===== src/ipb_pkg.sv =====
package ipb_pkg;

  // ****************************************************************
  // parameter numbers; byte address is four times the number
  // ****************************************************************
  localparam logic [6:0] VIS_CAL_BIAS               = 7'h23;
  localparam logic [6:0] VIS_TWEAK_BIAS             = 7'h24;
  localparam logic [6:0] NIR_ELEC_CAL_ENABLE        = 7'h25;
  localparam logic [6:0] NIR_CAL_BIAS               = 7'h26;
  localparam logic [6:0] NIR_TWEAK_BIAS             = 7'h27;
  localparam logic [6:0] SMW_ELEC_CAL_ENABLE        = 7'h28;
  localparam logic [6:0] SMW_CAL_BIAS               = 7'h29;
  localparam logic [6:0] SMW_TWEAK_BIAS             = 7'h2a;
  localparam logic [6:0] SMW_DETECTOR_BIAS          = 7'h2b;
  localparam logic [6:0] LW_ELEC_CAL_ENABLE         = 7'h2c;
  localparam logic [6:0] LW_CAL_BIAS                = 7'h2d;
  localparam logic [6:0] LW_TWEAK_BIAS              = 7'h2e;
  localparam logic [6:0] LW_DETECTOR_BIAS           = 7'h2f;
  localparam logic [6:0] SMW_CHARGE_SUBTRACT_ENABLE = 7'h30;
  localparam logic [6:0] LW_CHARGE_SUBTRACT_ENABLE  = 7'h31;
  localparam logic [6:0] FP_PROCESSOR_MEMORY_SELECT = 7'h32;
  localparam logic [6:0] PACKET_TYPE_SELECT         = 7'h33;
  localparam logic [6:0] PV_DC_RESTORE_ENABLE       = 7'h34;
  localparam logic [6:0] PC_DC_RESTORE_ENABLE       = 7'h35;
  localparam logic [6:0] SPARE_54                   = 7'h36;
  localparam logic [6:0] SPARE_58                   = 7'h3a;
  localparam logic [6:0] ENCODER_VIEW_OFFSET        = 7'h3b;
  localparam logic [6:0] RADIANCE_TABLE_SELECT      = 7'h3c;
  localparam logic [6:0] OFFSET_TABLE_SELECT        = 7'h3d;
  localparam logic [6:0] GAIN_TABLE_SELECT          = 7'h3e;
  localparam logic [6:0] TEST_RADIANCE_VALUE        = 7'h3f;
  localparam logic [6:0] TEST_PV_OFFSET_VALUE       = 7'h40;
  localparam logic [6:0] TEST_PC_OFFSET_VALUE       = 7'h41;
  localparam logic [6:0] TEST_GAIN_VALUE            = 7'h42;
  localparam logic [6:0] VIS_CAL_STEP_COUNT         = 7'h43;
  localparam logic [6:0] NIR_CAL_STEP_COUNT         = 7'h44;
  localparam logic [6:0] SMW_CAL_STEP_COUNT         = 7'h45;
  localparam logic [6:0] LW_CAL_STEP_COUNT          = 7'h46;
  localparam logic [6:0] PHOTODIODE_HEATER_ENABLE   = 7'h47;
  localparam logic [6:0] SPHERE_FEEDBACK_MODE       = 7'h48;
  localparam logic [6:0] LAMP_OVERVOLTAGE_SHUTDOWN  = 7'h49;
  localparam logic [6:0] LAMP_LEVEL_SELECT          = 7'h4a;
  localparam logic [6:0] LAMP_POWER_SELECT          = 7'h4b;
  localparam logic [6:0] IR_SOURCE_ENABLE           = 7'h4c;
  localparam logic [6:0] LOAD_DUMP_CLASS_A          = 7'h4d;
  localparam logic [6:0] LOAD_DUMP_CLASS_B          = 7'h4e;
  // lamp configuration slots (3x10W, 2x10W, 1x10W, 1x1W) and status
  localparam logic [6:0] LAMP_CFG_FIRST             = 7'h50;
  localparam logic [6:0] LAMP_CFG_LAST              = 7'h53;
  localparam logic [6:0] BANK_STATUS                = 7'h54;

  // ****************************************************************
  // value ranges, encodings, reset values
  // ****************************************************************
  localparam logic [15:0] CODE8_MAX     = 16'h00ff;
  localparam logic [15:0] SWITCH_MAX    = 16'h0001;
  localparam logic [15:0] STEP_MIN      = 16'h0001;
  localparam logic [15:0] STEP_MAX      = 16'h0028;
  localparam logic [15:0] PC_OFFSET_MAX = 16'h3fff;
  localparam logic [15:0] ENC_POS_MAX   = 16'h1fff;
  localparam logic [15:0] ENC_NEG_MIN   = 16'he000;
  localparam logic [15:0] LOG_STATE_MAX = 16'h000f;
  localparam logic [15:0] LAMP_1W       = 16'h0001;
  localparam logic [15:0] LAMP_10W      = 16'h0002;
  localparam logic [15:0] LAMP_20W      = 16'h0003;
  localparam logic [15:0] LAMP_30W      = 16'h0004;
  localparam logic [15:0] OVP_DISABLE   = 16'h0001;
  localparam logic [3:0]  CFG_RESET [0:3] = '{4'he, 4'h6, 4'h8, 4'h2};
  localparam logic [3:0]  CFG_MASK  [0:3] = '{4'hf, 4'hf, 4'hf, 4'h3};
  localparam logic [4:0]  CFG_ONES  [0:3] = '{5'h03, 5'h02, 5'h01, 5'h01};
  // status word fields
  localparam int ST_LAMP_LSB  = 0;
  localparam int ST_BUSY      = 7;
  localparam int ST_EVENT_LSB = 8;

  // ****************************************************************
  // log event codes and timing
  // ****************************************************************
  localparam logic [7:0] CFG_EVENT [0:3] = '{8'h16, 8'h15, 8'h14, 8'h17};
  localparam logic [7:0] EV_BAD_LAMP_CMD = 8'h18;
  localparam logic [7:0] EV_BAD_PARAM    = 8'h48;
  localparam logic [7:0] EV_BAD_VALUE    = 8'h49;
  localparam int unsigned LAMP_OFF_S      = 3;
  localparam int unsigned CLK_HZ          = 100_000_000;
  localparam int unsigned LAMP_OFF_CYCLES = LAMP_OFF_S * CLK_HZ;

  // ****************************************************************
  // types
  // ****************************************************************
  typedef logic [15:0] ipb_word_t;
  typedef ipb_word_t [0:43] ipb_bank_t;   // element 0 is parameter 35
  localparam ipb_bank_t PARAM_RESET = '{
    16'h001d, 16'h004f, 16'h0000, 16'h001d, 16'h004f, 16'h0000, 16'h001d,
    16'h004f, 16'h00be, 16'h0000, 16'h001d, 16'h004f, 16'h00b9, 16'h0000,
    16'h0000, 16'h0001, 16'h0000, 16'h0001, 16'h0001, 16'h0000, 16'h0000,
    16'h0000, 16'h0000, 16'h0000, 16'h0000, 16'h0001, 16'h0001, 16'h0001,
    16'h03e8, 16'h0080, 16'h2080, 16'h0000, 16'h000a, 16'h000a, 16'h0028,
    16'h000a, 16'h0000, 16'h0001, 16'h0001, 16'h0001, 16'h0000, 16'h0000,
    16'h0000, 16'h0000};
  typedef struct packed {
    logic       radianceFb;   // sphere feedback: 1 radiance, 0 current
    logic       ovpDisable;   // overvoltage shutdown disabled
    logic       lampHigh;     // lamp level high
    logic [5:0] lampOn;       // [5:4] lamps 5,6; [3:0] lamps 1..4
    logic       irSourceOn;
    logic       heaterOn;
  } ipb_cal_t;
  typedef struct packed {
    logic       valid;        // one-cycle pulse
    logic [7:0] code;
  } ipb_event_t;
  typedef enum logic [2:0] {
    SEQ_IDLE = 3'b001,
    SEQ_DARK = 3'b010,
    SEQ_SEND = 3'b100
  } ipb_seq_t;

endpackage : ipb_pkg


===== src/ipb_instrument_parameter_bank.sv =====
`timescale 1ns/100ps
module ipb_instrument_parameter_bank #(
  parameter int unsigned LAMP_OFF_CYCLES = ipb_pkg::LAMP_OFF_CYCLES
) (
  input  wire logic          mclk,
  input  wire logic          rst_n,
  input  wire logic [8:0]    avs_address,
  input  wire logic          avs_read,
  input  wire logic          avs_write,
  input  wire logic [31:0]   avs_writedata,
  input  wire logic [3:0]    avs_byteenable,
  output logic [31:0]        avs_readdata,
  output logic               avs_waitrequest,
  output ipb_pkg::ipb_bank_t paramBank,
  output ipb_pkg::ipb_cal_t  calCmd,
  output logic [7:0]         smwChargeSubBias,
  output logic [7:0]         lwChargeSubBias,
  output logic [13:0]        encoderOffset,
  output ipb_pkg::ipb_event_t logEvent
);

  // ****************************************************************
  // decode
  // ****************************************************************
  logic [6:0]         idx;         // parameter number
  logic [5:0]         pos;         // element in bank
  logic [1:0]         cfgSel;      // lamp configuration slot
  logic               aligned;     // word-aligned access
  logic               inBank;      // parameters 35..78
  logic               isSpare;     // spare numbers 54..58
  logic               isCfg;       // lamp configuration slots
  logic               lampIdx;     // write goes through dark sequence
  logic [3:0]         lampCfg [0:3];
  logic [7:0]         lastEvent;   // most recent event code
  ipb_pkg::ipb_seq_t  seqState;
  logic [31:0]        darkCnt;     // cycles spent with lamps off
  logic [6:0]         pendIdx;     // which parameter started the dark
  logic [5:0]         savedLamps;  // lamps before the dark interval
  logic               busy;
  logic               take;        // request completes at this edge
  logic               wrTake;
  logic               stall;
  logic [15:0]        curVal;
  logic [15:0]        merged;      // byte-lane merge of write data
  logic [15:0]        statusWord;
  logic [15:0]        readVal;
  logic               wrOk;
  logic               evHit;
  logic [7:0]         evCode;

  assign idx     = avs_address[8:2];
  assign aligned = (avs_address[1:0] == 2'b00);
  assign pos     = 6'(idx - ipb_pkg::VIS_CAL_BIAS);
  assign cfgSel  = 2'(idx - ipb_pkg::LAMP_CFG_FIRST);
  assign inBank  = (idx >= ipb_pkg::VIS_CAL_BIAS) &&
                   (idx <= ipb_pkg::LOAD_DUMP_CLASS_B);
  assign isSpare = (idx >= ipb_pkg::SPARE_54) && (idx <= ipb_pkg::SPARE_58);
  assign isCfg   = (idx >= ipb_pkg::LAMP_CFG_FIRST) &&
                   (idx <= ipb_pkg::LAMP_CFG_LAST);
  assign lampIdx = aligned && ((idx == ipb_pkg::SPHERE_FEEDBACK_MODE) ||
                   (idx == ipb_pkg::LAMP_OVERVOLTAGE_SHUTDOWN) ||
                   (idx == ipb_pkg::LAMP_POWER_SELECT));
  assign busy    = (seqState != ipb_pkg::SEQ_IDLE);
  assign take    = (avs_read || avs_write) && !avs_waitrequest;
  assign wrTake  = take && avs_write;
  // a lamp write during the dark interval is held off by waitrequest
  assign stall   = avs_write && lampIdx && busy;

  // ****************************************************************
  // helpers
  // ****************************************************************
  // stored word of a parameter number
  function automatic ipb_pkg::ipb_word_t bankAt(input logic [6:0] i);
    return paramBank[6'(i - ipb_pkg::VIS_CAL_BIAS)];
  endfunction : bankAt

  // legal range of each stored parameter
  function automatic logic legalValue(input logic [6:0] i,
                                      input logic [15:0] v);
    logic ok;
    ok = 1'b0;
    case (i)
      ipb_pkg::VIS_CAL_BIAS, ipb_pkg::NIR_CAL_BIAS,
      ipb_pkg::SMW_CAL_BIAS, ipb_pkg::LW_CAL_BIAS:
        ok = (v <= ipb_pkg::CODE8_MAX);
      ipb_pkg::VIS_TWEAK_BIAS, ipb_pkg::NIR_TWEAK_BIAS,
      ipb_pkg::SMW_TWEAK_BIAS, ipb_pkg::LW_TWEAK_BIAS:
        ok = (v <= ipb_pkg::CODE8_MAX);
      ipb_pkg::SMW_DETECTOR_BIAS, ipb_pkg::LW_DETECTOR_BIAS:
        ok = (v <= ipb_pkg::CODE8_MAX);
      ipb_pkg::NIR_ELEC_CAL_ENABLE, ipb_pkg::SMW_ELEC_CAL_ENABLE,
      ipb_pkg::LW_ELEC_CAL_ENABLE:
        ok = (v <= ipb_pkg::SWITCH_MAX);
      ipb_pkg::SMW_CHARGE_SUBTRACT_ENABLE, ipb_pkg::LW_CHARGE_SUBTRACT_ENABLE:
        ok = (v <= ipb_pkg::SWITCH_MAX);
      ipb_pkg::FP_PROCESSOR_MEMORY_SELECT:
        ok = (v <= ipb_pkg::SWITCH_MAX);
      ipb_pkg::PACKET_TYPE_SELECT:
        ok = (v <= ipb_pkg::SWITCH_MAX);
      ipb_pkg::PV_DC_RESTORE_ENABLE, ipb_pkg::PC_DC_RESTORE_ENABLE:
        ok = (v <= ipb_pkg::SWITCH_MAX);
      ipb_pkg::ENCODER_VIEW_OFFSET:
        ok = (v <= ipb_pkg::ENC_POS_MAX) || (v >= ipb_pkg::ENC_NEG_MIN);
      ipb_pkg::RADIANCE_TABLE_SELECT, ipb_pkg::OFFSET_TABLE_SELECT,
      ipb_pkg::GAIN_TABLE_SELECT:
        ok = (v <= ipb_pkg::SWITCH_MAX);
      ipb_pkg::TEST_RADIANCE_VALUE, ipb_pkg::TEST_PV_OFFSET_VALUE,
      ipb_pkg::TEST_GAIN_VALUE:
        ok = (v <= ipb_pkg::CODE8_MAX);
      ipb_pkg::TEST_PC_OFFSET_VALUE:
        ok = (v <= ipb_pkg::PC_OFFSET_MAX);
      ipb_pkg::VIS_CAL_STEP_COUNT, ipb_pkg::NIR_CAL_STEP_COUNT,
      ipb_pkg::SMW_CAL_STEP_COUNT, ipb_pkg::LW_CAL_STEP_COUNT:
        ok = (v >= ipb_pkg::STEP_MIN) && (v <= ipb_pkg::STEP_MAX);
      ipb_pkg::PHOTODIODE_HEATER_ENABLE, ipb_pkg::IR_SOURCE_ENABLE:
        ok = (v <= ipb_pkg::SWITCH_MAX);
      ipb_pkg::SPHERE_FEEDBACK_MODE:
        ok = (v <= ipb_pkg::SWITCH_MAX);
      ipb_pkg::LAMP_OVERVOLTAGE_SHUTDOWN:
        ok = (v <= ipb_pkg::SWITCH_MAX);
      ipb_pkg::LAMP_LEVEL_SELECT:
        ok = (v <= ipb_pkg::SWITCH_MAX);
      ipb_pkg::LAMP_POWER_SELECT:
        ok = (v <= ipb_pkg::LAMP_30W);
      ipb_pkg::LOAD_DUMP_CLASS_A, ipb_pkg::LOAD_DUMP_CLASS_B:
        ok = (v <= ipb_pkg::LOG_STATE_MAX);
      default:
        ok = 1'b0;
    endcase
    return ok;
  endfunction : legalValue

  // lamp pattern for a lamp selector value
  function automatic logic [5:0] lampPattern(input logic [15:0] sel);
    logic [5:0] p;
    p = 6'h00;
    case (sel)
      ipb_pkg::LAMP_1W:  p = {lampCfg[3][1:0], 4'h0};
      ipb_pkg::LAMP_10W: p = {2'b00, lampCfg[2]};
      ipb_pkg::LAMP_20W: p = {2'b00, lampCfg[1]};
      ipb_pkg::LAMP_30W: p = {2'b00, lampCfg[0]};
      default:           p = 6'h00;
    endcase
    return p;
  endfunction : lampPattern

  // ****************************************************************
  // write checking
  // ****************************************************************
  // old value, then byte lanes 0 and 1 merged over it
  always_comb
  begin
    curVal = 16'h0000;
    if (inBank)
    begin
      curVal = paramBank[pos];
    end
    else if (isCfg)
    begin
      curVal = {12'h000, lampCfg[cfgSel]};
    end
    merged[15:8] = avs_byteenable[1] ? avs_writedata[15:8] : curVal[15:8];
    merged[7:0]  = avs_byteenable[0] ? avs_writedata[7:0] : curVal[7:0];
  end

  // accept or reject, and the event that goes with a reject
  always_comb
  begin
    wrOk   = 1'b0;
    evHit  = 1'b0;
    evCode = 8'h00;
    if (!aligned)
    begin
      evHit  = 1'b1;
      evCode = ipb_pkg::EV_BAD_PARAM;
    end
    else if (isSpare || (idx == ipb_pkg::BANK_STATUS))
    begin
      // spares and status ignore writes quietly
      wrOk = 1'b0;
    end
    else if (inBank)
    begin
      if (legalValue(idx, merged))
      begin
        wrOk = 1'b1;
      end
      else if (idx == ipb_pkg::LAMP_POWER_SELECT)
      begin
        evHit  = 1'b1;
        evCode = ipb_pkg::EV_BAD_LAMP_CMD;
      end
      else
      begin
        evHit  = 1'b1;
        evCode = ipb_pkg::EV_BAD_VALUE;
      end
    end
    else if (isCfg)
    begin
      // a configuration must light exactly the lamps its slot names
      if (((merged[3:0] & ~ipb_pkg::CFG_MASK[cfgSel]) == 4'h0) &&
          (merged[15:4] == 12'h000) &&
          (5'($countones(merged)) == ipb_pkg::CFG_ONES[cfgSel]))
      begin
        wrOk = 1'b1;
      end
      else
      begin
        evHit  = 1'b1;
        evCode = ipb_pkg::CFG_EVENT[cfgSel];
      end
    end
    else
    begin
      evHit  = 1'b1;
      evCode = ipb_pkg::EV_BAD_PARAM;
    end
  end

  // ****************************************************************
  // bus slave
  // ****************************************************************
  // waitrequest drops for one cycle, one edge after the request;
  // lamp writes wait while the dark interval runs
  always_ff @(posedge mclk)
  begin
    if (!rst_n)
    begin
      avs_waitrequest <= 1'b1;
    end
    else if ((avs_read || avs_write) && avs_waitrequest && !stall)
    begin
      avs_waitrequest <= 1'b0;
    end
    else
    begin
      avs_waitrequest <= 1'b1;
    end
  end

  // status word: last event, sequencer busy, lamps driven
  always_comb
  begin
    statusWord = 16'h0000;
    statusWord[ipb_pkg::ST_LAMP_LSB +: 6]  = calCmd.lampOn;
    statusWord[ipb_pkg::ST_BUSY]           = busy;
    statusWord[ipb_pkg::ST_EVENT_LSB +: 8] = lastEvent;
  end

  // read mux; unknown numbers and spares read zero
  always_comb
  begin
    readVal = 16'h0000;
    if (aligned && inBank)
    begin
      readVal = paramBank[pos];
    end
    else if (aligned && isCfg)
    begin
      readVal = {12'h000, lampCfg[cfgSel]};
    end
    else if (aligned && (idx == ipb_pkg::BANK_STATUS))
    begin
      readVal = statusWord;
    end
  end

  // read data loaded with the waitrequest drop, held while low
  always_ff @(posedge mclk)
  begin
    if (!rst_n)
    begin
      avs_readdata <= 32'h0000_0000;
    end
    else if (avs_read && avs_waitrequest)
    begin
      avs_readdata <= {16'h0000, readVal};
    end
  end

  // ****************************************************************
  // storage
  // ****************************************************************
  // parameter bank; a rejected write leaves the word as it was
  always_ff @(posedge mclk)
  begin
    if (!rst_n)
    begin
      paramBank <= ipb_pkg::PARAM_RESET;
    end
    else if (wrTake && wrOk && inBank)
    begin
      paramBank[pos] <= merged;
    end
  end

  // lamp configuration slots
  always_ff @(posedge mclk)
  begin
    if (!rst_n)
    begin
      lampCfg <= ipb_pkg::CFG_RESET;
    end
    else if (wrTake && wrOk && isCfg)
    begin
      lampCfg[cfgSel] <= merged[3:0];
    end
  end

  // event pulse and last code for status
  always_ff @(posedge mclk)
  begin
    if (!rst_n)
    begin
      logEvent  <= '0;
      lastEvent <= 8'h00;
    end
    else if (wrTake && evHit)
    begin
      logEvent  <= '{valid: 1'b1, code: evCode};
      lastEvent <= evCode;
    end
    else
    begin
      logEvent.valid <= 1'b0;
    end
  end

  // ****************************************************************
  // calibrator lamp sequencing
  // ****************************************************************
  // dark interval: lamps off for LAMP_OFF_CYCLES, then send
  always_ff @(posedge mclk)
  begin
    if (!rst_n)
    begin
      seqState   <= ipb_pkg::SEQ_IDLE;
      darkCnt    <= 32'h0000_0000;
      pendIdx    <= 7'h00;
      savedLamps <= 6'h00;
    end
    else
    begin
      case (seqState)
        ipb_pkg::SEQ_IDLE:
        begin
          darkCnt <= 32'h0000_0000;
          if (wrTake && wrOk && lampIdx)
          begin
            seqState   <= ipb_pkg::SEQ_DARK;
            pendIdx    <= idx;
            savedLamps <= calCmd.lampOn;
          end
        end
        ipb_pkg::SEQ_DARK:
        begin
          // time counted only here, so a short parameter is safe
          if (darkCnt >= LAMP_OFF_CYCLES - 32'h1)
          begin
            seqState <= ipb_pkg::SEQ_SEND;
          end
          else
          begin
            darkCnt <= darkCnt + 32'h1;
          end
        end
        ipb_pkg::SEQ_SEND:
        begin
          seqState <= ipb_pkg::SEQ_IDLE;
        end
        default:
        begin
          seqState <= ipb_pkg::SEQ_IDLE;
        end
      endcase
    end
  end

  // commands to the calibrator; level, heater, ir follow directly
  always_ff @(posedge mclk)
  begin
    if (!rst_n)
    begin
      calCmd <= '{radianceFb: 1'b1, ovpDisable: 1'b1, lampHigh: 1'b1,
                 lampOn: 6'h00, irSourceOn: 1'b0, heaterOn: 1'b0};
    end
    else
    begin
      calCmd.lampHigh   <= 1'(bankAt(ipb_pkg::LAMP_LEVEL_SELECT));
      calCmd.irSourceOn <= 1'(bankAt(ipb_pkg::IR_SOURCE_ENABLE));
      calCmd.heaterOn   <= 1'(bankAt(ipb_pkg::PHOTODIODE_HEATER_ENABLE));
      if (seqState == ipb_pkg::SEQ_IDLE && wrTake && wrOk && lampIdx)
      begin
        calCmd.lampOn <= 6'h00;
      end
      else if (seqState == ipb_pkg::SEQ_SEND)
      begin
        calCmd.radianceFb <= 1'(bankAt(ipb_pkg::SPHERE_FEEDBACK_MODE));
        calCmd.ovpDisable <= 1'(bankAt(ipb_pkg::LAMP_OVERVOLTAGE_SHUTDOWN));
        if (pendIdx == ipb_pkg::LAMP_POWER_SELECT)
        begin
          calCmd.lampOn <= lampPattern(bankAt(ipb_pkg::LAMP_POWER_SELECT));
        end
        else if ((pendIdx == ipb_pkg::LAMP_OVERVOLTAGE_SHUTDOWN) &&
                 (bankAt(ipb_pkg::LAMP_OVERVOLTAGE_SHUTDOWN) == ipb_pkg::OVP_DISABLE))
        begin
          calCmd.lampOn <= 6'h00;
        end
        else
        begin
          calCmd.lampOn <= savedLamps;
        end
      end
    end
  end

  // ****************************************************************
  // derived focal-plane and formatter values
  // ****************************************************************
  // charge subtraction borrows the calibration bias when on
  always_ff @(posedge mclk)
  begin
    if (!rst_n)
    begin
      smwChargeSubBias <= 8'h00;
      lwChargeSubBias  <= 8'h00;
      encoderOffset    <= 14'h0000;
    end
    else
    begin
      smwChargeSubBias <= 1'(bankAt(ipb_pkg::SMW_CHARGE_SUBTRACT_ENABLE)) ?
                          8'(bankAt(ipb_pkg::SMW_CAL_BIAS)) : 8'h00;
      lwChargeSubBias  <= 1'(bankAt(ipb_pkg::LW_CHARGE_SUBTRACT_ENABLE)) ?
                          8'(bankAt(ipb_pkg::LW_CAL_BIAS)) : 8'h00;
      encoderOffset    <= 14'(bankAt(ipb_pkg::ENCODER_VIEW_OFFSET));
    end
  end

endmodule : ipb_instrument_parameter_bank


===== config.mk =====
export PLATFORM = sky130hd
export DESIGN_NAME = ipb_instrument_parameter_bank
export DESIGN_NICKNAME = d
export VERILOG_FILES = /design/src/ipb_pkg.sv /design/src/ipb_instrument_parameter_bank.sv
export SDC_FILE = /design/constraint.sdc
export NUM_CORES = 2
export LEC_CHECK = 0
export BUFFER_PORTS_ARGS = -buffer_cell sky130_fd_sc_hd__buf_2
export CELL_PAD_IN_SITES_DETAIL_PLACEMENT = 1
export CELL_PAD_IN_SITES_GLOBAL_PLACEMENT = 2
export CORE_MARGIN = 1
export CORE_UTILIZATION = 29
export CTS_CLUSTER_DIAMETER = 120
export DETAILED_ROUTE_END_ITERATION = 8
export GPL_TIMING_DRIVEN = 1
export PLACE_DENSITY = 0.72
export SKIP_CTS_REPAIR_TIMING = 1
export SLEW_MARGIN = 10
export SYNTH_ARGS = -nofsm -noshare
export SYNTH_HDL_FRONTEND = slang
export SYNTH_SLANG_ARGS = --single-unit
export TNS_END_PERCENT = 50

===== constraint.sdc =====
create_clock -name mclk -period 25.6 [get_ports mclk]
set_input_delay 5.12 -clock mclk [delete_from_list [all_inputs] [get_ports mclk]]
set_output_delay 5.12 -clock mclk [all_outputs]
set_load 0.02 [all_outputs]

# Word-level counts from Yosys, hierarchy flattened
# Cells that the tools add are included.
dict set report totals {
  ff_bits 835
  output_inout_bits 787
  elab_cells 275
}
dict set report classes {
  n_addsub 18
  n_lt_le_gt_ge 20
  n_eq_ne 55
  muxes 61
  bitwise_logic 6
  reduce_logical 50
}
# op n
set op_table {}
lappend op_table {{bitwise mux 704 bit} 1}
lappend op_table {{equality test 7 x 6 -> 1 bit (second input constant)} 24}
lappend op_table {{equality test 7 bit (second input constant)} 18}
lappend op_table {{2-to-1 mux 16 bit} 7}
lappend op_table {{binary-select mux 16 bit (select 6 bit)} 1}
lappend op_table {{demux 16 bit (select 6 bit)} 1}
lappend op_table {{2-to-1 mux 8 bit} 9}
lappend op_table {{one-hot mux 32 bit (2 select lines)} 1}
lappend op_table {{adder 32 x 1 -> 32 bit (second input constant)} 1}
lappend op_table {{equality test 16 x 1 -> 1 bit (second input constant)} 2}
lappend op_table {{equality test 16 x 2 -> 1 bit (second input constant)} 2}
lappend op_table {{>= comparator 32 x 29 -> 1 bit (second input constant)} 1}
lappend op_table {{2-to-1 mux 32 bit} 1}
lappend op_table {{logical AND 1 bit} 28}
lappend op_table {{2-to-1 mux 4 bit} 6}
lappend op_table {{one-hot mux 6 bit (4 select lines)} 1}
lappend op_table {{2-to-1 mux 1 bit} 17}
lappend op_table {{OR reduction 17 bit} 1}
lappend op_table {{adder 1 x 1 -> 2 bit} 8}
lappend op_table {{binary-select mux 4 bit (select 2 bit)} 2}
lappend op_table {{binary-select mux 8 bit (select 2 bit)} 1}
lappend op_table {{bitwise mux 16 bit} 1}
lappend op_table {{equality test 16 x 3 -> 1 bit (second input constant)} 1}
lappend op_table {{>= comparator 16 x 1 -> 1 bit (second input constant)} 1}
lappend op_table {{other kinds (49)} 74}

# Logic depth before layout (Yosys ltp)
dict set report depth {
  ltp_word 23
  ltp_mapped 38
}

# Worst setup path before layout
# Ideal clock, no wire load.
dict set report synth_path {
  path_kind {input port to flip-flop}
  start {input avs_address[2]}
  end {register paramBank[29] in the netlist's numbering}
  setup_ps 115
  t_arrival_ps 12973
  setup_slack_ps 12512
  stages 38
  n_path_buf 11
  cell_sequence {buf_2 -> buf_2 -> clkinv_1 -> buf_1 -> clkbuf_1 -> ha_1 -> buf_2 -> buf_2 -> buf_2 -> buf_2 -> buf_1 -> mux4_2 -> nand2_1 -> nand3_1 -> o311ai_0 -> a211o_1 -> o21ai_1 -> fa_1 -> [2 not listed] -> inv_1 -> fa_1 -> inv_1 -> fa_1 -> inv_1 -> ha_1 -> inv_1 -> fa_1 -> a211o_1 -> nand2_1 -> o2111ai_1 -> nor4_1 -> a31oi_1 -> a21oi_4 -> buf_4 -> nand3_2 -> buf_4 -> and3_1}
}
dict set report synth_between {
  elab_cells_between_ends 125
}
# item line_no
set synth_lines {}
lappend synth_lines {{from (decl)} ipb_instrument_parameter_bank.sv:7} ;# input wire logic [8:0] avs_address,
lappend synth_lines {{subtractor 6 bit} ipb_instrument_parameter_bank.sv:53} ;# assign pos = 6'(idx - ipb_pkg::VIS_CAL_BIAS);
lappend synth_lines {{NOT 6 -> 7 bit (not written as such)} ipb_instrument_parameter_bank.sv:156} ;# curVal = paramBank[pos];
lappend synth_lines {{binary-select mux 16 bit (select 6 bit)} ipb_instrument_parameter_bank.sv:156}
lappend synth_lines {{2-to-1 mux 16 bit (not written as such) (2 in series)} ipb_instrument_parameter_bank.sv:156}
lappend synth_lines {{2-to-1 mux 16 bit *} ipb_instrument_parameter_bank.sv:154} ;# if (inBank)
lappend synth_lines {{2-to-1 mux 8 bit *} ipb_instrument_parameter_bank.sv:163} ;# merged[7:0] = avs_byteenable[0] ? avs_writedata[7:0] : curVal[7:0];
lappend synth_lines {{via merged[7]} ipb_instrument_parameter_bank.sv:44} ;# logic [15:0] merged;
lappend synth_lines {{adder 1 x 1 -> 2 bit (not written as such)} ipb_instrument_parameter_bank.sv:204} ;# (5'($countones(merged)) == ipb_pkg::CFG_ONES[cfgSel]))
lappend synth_lines {{[3 not listed]} n/a}
lappend synth_lines {{equality test 5 bit} ipb_instrument_parameter_bank.sv:204}
lappend synth_lines {{logical AND 1 bit} ipb_instrument_parameter_bank.sv:203} ;# (merged[15:4] == 12'h000) &&
lappend synth_lines {{2-to-1 mux 1 bit} ipb_instrument_parameter_bank.sv:202} ;# if (((merged[3:0] & ~ipb_pkg::CFG_MASK[cfgSel]) == 4'h0) &&
lappend synth_lines {{2-to-1 mux 1 bit} ipb_instrument_parameter_bank.sv:199} ;# else if (isCfg)
lappend synth_lines {{2-to-1 mux 1 bit *} ipb_instrument_parameter_bank.sv:182} ;# else if (inBank)
lappend synth_lines {{2-to-1 mux 1 bit *} ipb_instrument_parameter_bank.sv:177} ;# else if (isSpare || (idx == ipb_pkg::BANK_STATUS))
lappend synth_lines {{2-to-1 mux 1 bit *} ipb_instrument_parameter_bank.sv:172} ;# if (!aligned)
lappend synth_lines {{logical AND 1 bit * (2 in series)} ipb_instrument_parameter_bank.sv:292} ;# else if (wrTake && wrOk && inBank)
lappend synth_lines {{to (signal assigned)} ipb_instrument_parameter_bank.sv:290} ;# paramBank <= ipb_pkg::PARAM_RESET;
lappend synth_lines {{to (signal, indexed assignment)} ipb_instrument_parameter_bank.sv:294} ;# paramBank[pos] <= merged;
lappend synth_lines {{to (decl)} ipb_instrument_parameter_bank.sv:14} ;# output ipb_pkg::ipb_bank_t paramBank,
# Mark *: on every way through the listed nets, which the timed path passes. The rest lies on a longest branch. The select of a mux whose other input is x is not followed.
# A chain may end at the register's enable or synchronous reset.

# Worst setup path after layout
dict set report layout_path {
  start {input avs_address[2]}
  end {register paramBank[259] in the netlist's numbering}
}
# The elaborated chain is that of the path after synthesis.

==> key figures <==
STA
  – Total of endpoints with negative setup slack in the final report: 0
  – Final Hold Viols: 0
  – Post-route fraction of the period consumed by the critical path: 62.6%
  – Setup Total Neg Slack: 0 ns
  – Setup repair after global routing missed its margin: false
  – Final critical-path required period: 16.02 ns
  – Remaining max-slew budget at the tightest pin: 18.8%
  – Setup clock skew after layout: 0.0637 ns
  – Worst Tran Pin Value: 1.22 ns
  – Highest achievable clock rate: 62.4 MHz
  – Final max-slew violation count: 0

Run status
  – Result of the run: completed

Setup path
  – Critical register-to-register path startpoint: paramBank[531]$_SDFFE_PN1P_
  – Family with the most delay on the worst path: buffers and inverters
  – CP Launch Point: avs_address[2]
  – CP endpoint kind: register
  – CP max stage delay: 0.93 ns
  – Endpoint of the worst-slack reg-to-reg timing path: paramBank[259]$_SDFFE_PN0P_
  – Critical path launch point type: input port
  – Required time of the critical path: 26.15 ns
  – Critical path's slowest cell: sky130_fd_sc_hd__ha_1
  – Depth of the worst register-to-register path: 25
  – Worst path buffer plus inverter count: 11
  – Number of gates on the worst path with buffers counted: 32
  – Arrival time at the worst endpoint: 16.57 ns
  – Maximum net fanout on the critical path: 53
  – Setup CP Type: input port to register
  – Endpoint of the most critical setup path: paramBank[259]$_SDFFE_PN0P_
  – R2R setup slack: 16.46 ns

Logic synthesis
  – Cell types occupying the most area after synthesis: sky130_fd_sc_hd__dfxtp_1 (47%), sky130_fd_sc_hd__mux2i_1 (12%), sky130_fd_sc_hd__and3_1 (6.9%)
  – Largest area contributor in the synthesized netlist: sky130_fd_sc_hd__dfxtp_1
  – Number of distinct library cells after synthesis: 89
  – Warning count from the yosys run: 0
  – Post-synthesis average cell area: 10.0 um^2
  – Netlist area before placement: 35,500 um^2
  – Number of synthesized flops with an enable pin: 0
  – Most common flop cell mapped by yosys: sky130_fd_sc_hd__dfxtp_1
  – Fraction of post-synthesis cell area in the top cell type by area: 47.0%
  – Number of cells produced by synthesis: 3,541
  – Synthesis-stage register bit count: 833
  – Register area share after synthesis: 47.0%
  – Post-synth ARST share: 0%

Worst hold path
  – Hold crit path type: register to register

Place
  – Count of input and output buffers: 799
  – Post-DP HPWL: 139,000 um
  – Inst Count DP: 5,735
  – Routability cong.: 0.891

Floorplanning
  – Area of the placeable core: 121,000 um^2
  – I/O pin total: 836
  – Number of standard-cell rows in the floorplan: 127
  – Die H: 352 um
  – Initial Utilization: 29.4%
  – Die Footprint: 124,000 um^2
  – Width of the die: 352 um

Power and ir drop
  – Leakage dissipation: 22.1 nW
  – Part of the power in combinational logic: 9.8%
  – Proportion of total power due to net switching: 27.0%
  – Net switching power: 0.825 mW
  – Relative contribution of the clock network to total power: 47.7%
  – Maximum vdd drop: 0.0000555 V
  – Cell-internal power: 2.23 mW
  – Areal power density over the cells: 69.4 nW/um^2
  – Total chip power: 3.05 mW
  – Register share of total power: 42.6%

Drt
  – Drt first pass iters: 5
  – Remaining antenna violation count: 0
  – Aggregate routed wire length: 190,000 um
  – Vias per cell: 5.39
  – DRC marker count from the first detailed-route iteration: 2,272
  – Number of remaining DRC errors: 0
  – Wire length per cell: 32.1 um
  – Total number of vias: 31,800

Clock tree
  – Clk buf depth: 3
  – Clock-pin slew on the worst setup and hold paths: 0.06 ns
  – Cts bufs inserted: 96
  – TritonCTS clock tree: built
  – Clock latency of the later-clocked register in the worst-skew pair: 0.72 ns
  – CTS Root Cell: sky130_fd_sc_hd__clkbuf_16
  – Num Clock Sinks: 833
  – # H-tree levels: 3

GRT
  – First-pass GRT wire length: 259,000 um
  – Final global-route overflow total: 0
  – Number of antenna violations at the first check in global routing: 8
  – All-Layer GR Usage: 29.7%
  – Maximum number of pins on one net before global-route repair: 114
  – Via count of the first global-routing pass: 31,600

Flow run
  – Max-cap violations: 0

Finish
  – Fraction of final layout cells with drive strength greater than 1: 28.2%
  – Count of filler cells inserted in the layout: 13,900
  – Synthesis-to-layout area growth: 24.1%
  – Final net count: 4,294
  – Non-filler cells in the finished layout: 5,908
-- worst register-to-register path, delay by kind of cell (launching register included) --
kind,cells,cell delay [ns]
adders and majority gates,6,2.53
buffers and inverters,6,1.03
muxes,1,0.51
DFF,1,0.37
AOI/OAI and AO/OA,7,2.80
and+or+nand+nor,5,1.76
-- power groups by stage --
stage / combinational, mW / clock [mW] / sequential [mW]
detailed placement: 0.297 / 0 / 1.33
global route: 0.313 / 1.53 / 1.30
finish: 0.298 / 1.46 / 1.30
floorplan: 0.170 / 0 / 1.33
global placement: 0.296 / 0 / 1.33
CTS: 0.297 / 1.48 / 1.30
-- cell usage in the layout, fill, tap and decap left out, types with 12 or more instances in the layout --
| cell type | synthesis | routed |
|---|---|---|
| sky130_fd_sc_hd__clkbuf_8 | 0 | 20 |
| sky130_fd_sc_hd__clkbuf_1 | 164 | 24 |
| sky130_fd_sc_hd__nand4_1 | 24 | 24 |
| sky130_fd_sc_hd__ha_1 | 14 | 13 |
| sky130_fd_sc_hd__a31oi_1 | 13 | 13 |
| sky130_fd_sc_hd__a21oi_1 | 48 | 47 |
| sky130_fd_sc_hd__nor2_1 | 186 | 181 |
| sky130_fd_sc_hd__a32oi_1 | 16 | 16 |
| sky130_fd_sc_hd__clkbuf_16 | 0 | 97 |
| sky130_fd_sc_hd__mux4_2 | 107 | 107 |
| sky130_fd_sc_hd__nand2b_1 | 18 | 18 |
| sky130_fd_sc_hd__nor2b_1 | 19 | 17 |
| sky130_fd_sc_hd__o211ai_1 | 14 | 14 |
| sky130_fd_sc_hd__a221oi_1 | 20 | 20 |
| sky130_fd_sc_hd__mux2_2 | 16 | 16 |
| sky130_fd_sc_hd__and3_1 | 389 | 389 |
| sky130_fd_sc_hd__o21ai_0 | 91 | 91 |
| sky130_fd_sc_hd__buf_4 | 52 | 76 |
| sky130_fd_sc_hd__dfxtp_1 | 833 | 833 |
| sky130_fd_sc_hd__nand2_1 | 500 | 496 |
| sky130_fd_sc_hd__nand3_2 | 28 | 28 |
| sky130_fd_sc_hd__o22ai_1 | 20 | 20 |
| sky130_fd_sc_hd__nor3_1 | 34 | 34 |
| sky130_fd_sc_hd__and2_1 | 12 | 12 |
| sky130_fd_sc_hd__xor2_1 | 21 | 21 |
| sky130_fd_sc_hd__o221ai_1 | 17 | 17 |
| sky130_fd_sc_hd__nor4_1 | 14 | 14 |
| sky130_fd_sc_hd__conb_1 | 1 | 18 |
| sky130_fd_sc_hd__inv_1 | 53 | 52 |
| sky130_fd_sc_hd__mux2i_1 | 419 | 419 |
| sky130_fd_sc_hd__a22oi_1 | 23 | 23 |
| sky130_fd_sc_hd__buf_2 | 75 | 797 |
| sky130_fd_sc_hd__nand3_1 | 90 | 90 |
-- state kept, by name (all words and copies together), names as in the netlist --
signal,flops
paramBank,704
darkCnt,32
avs_readdata,16
lampCfg,16
encoderOffset,14
calCmd,11
lwChargeSubBias,8
smwChargeSubBias,8
pendIdx,7
lastEvent,6
savedLamps,6
seqState,3
avs_waitrequest,1
logEvent,1
-- synthesized netlist by cell type, types with 28 or more instances --
cell	number
sky130_fd_sc_hd__inv_1	53
sky130_fd_sc_hd__o21ai_0	91
sky130_fd_sc_hd__and3_1	389
sky130_fd_sc_hd__buf_2	75
sky130_fd_sc_hd__nand2_1	500
sky130_fd_sc_hd__clkbuf_1	164
sky130_fd_sc_hd__mux2i_1	419
sky130_fd_sc_hd__buf_4	52
sky130_fd_sc_hd__nor2_1	186
sky130_fd_sc_hd__dfxtp_1	833
sky130_fd_sc_hd__nand3_1	90
sky130_fd_sc_hd__mux4_2	107
sky130_fd_sc_hd__nand3_2	28
sky130_fd_sc_hd__a21oi_1	48
sky130_fd_sc_hd__nor3_1	34
-- cell type report --
class	count	area (um^2)	area share (%)
repair buffers	875	4590	10.4
clock buffers	141	2790	6.35
inverters	55	209	0.475
multi-input cells	2360	17200	39.1
well taps	1612	2020	4.58
clock inverters	27	508	1.15
flip-flops and latches	833	16700	37.9
diodes	5	12.5	0.0284
-- routing by layer --
layer | GRT usage [%] | up-vias | wire length [um]
li1 | - | 14000 | -
met1 | 37.1 | 16500 | 79500
met2 | 48.5 | 1065 | 88600
met3 | 7.46 | 286 | 13200
met4 | 12.2 | 4 | 8220
met5 | 0 | - | 27
-- cells by family (layout without fill, tap and decap cells) --
group,Yosys count,in the layout,share of synthesized area [%]
flip-flops,833,833,47.0
adder cells (fa/ha/maj),24,24,1.06
buffers and inverters,365,1098,4.85
XOR/XNOR,32,32,0.812
multiplexers,542,542,19.1
other,1,23,0.0106
AND/OR/NAND/NOR,1371,1371,19.7
AO/OA/AOI/OAI,373,373,7.45
-- worst min-delay path by stage --
stage	endpoint	cells after the start	slack, ns	from
floorplan	darkCnt[31]$_SDFFE_PN0P_	2	0.44	darkCnt[31]$_SDFFE_PN0P_
global route	avs_waitrequest$_SDFF_PN1_	1	0.48	avs_waitrequest$_SDFF_PN1_
global placement	avs_waitrequest$_SDFF_PN1_	1	0.43	avs_waitrequest$_SDFF_PN1_
CTS	encoderOffset[2]$_SDFF_PN0_	2	0.44	paramBank[306]$_SDFFE_PN0P_
finish	encoderOffset[2]$_SDFF_PN0_	2	0.45	paramBank[306]$_SDFFE_PN0P_
detailed placement	avs_readdata[15]$_SDFFE_PN0P_	2	0.45	avs_readdata[15]$_SDFFE_PN0P_
-- stage by stage --
stage	hold slack, ns	setup WS, ns	instance area, um^2	util [%]
2_1_floorplan	0.438	12.51	35500	-
3_3_place_gp	0.434	8.99	40700	33.7
3_5_place_dp	0.450	8.99	40700	33.7
4_1_cts	0.445	9.72	44000	36.5
5_1_grt	0.475	9.16	44000	36.5
6_report	0.454	9.58	44000	36.5
(Power assumes the default switching activity.)
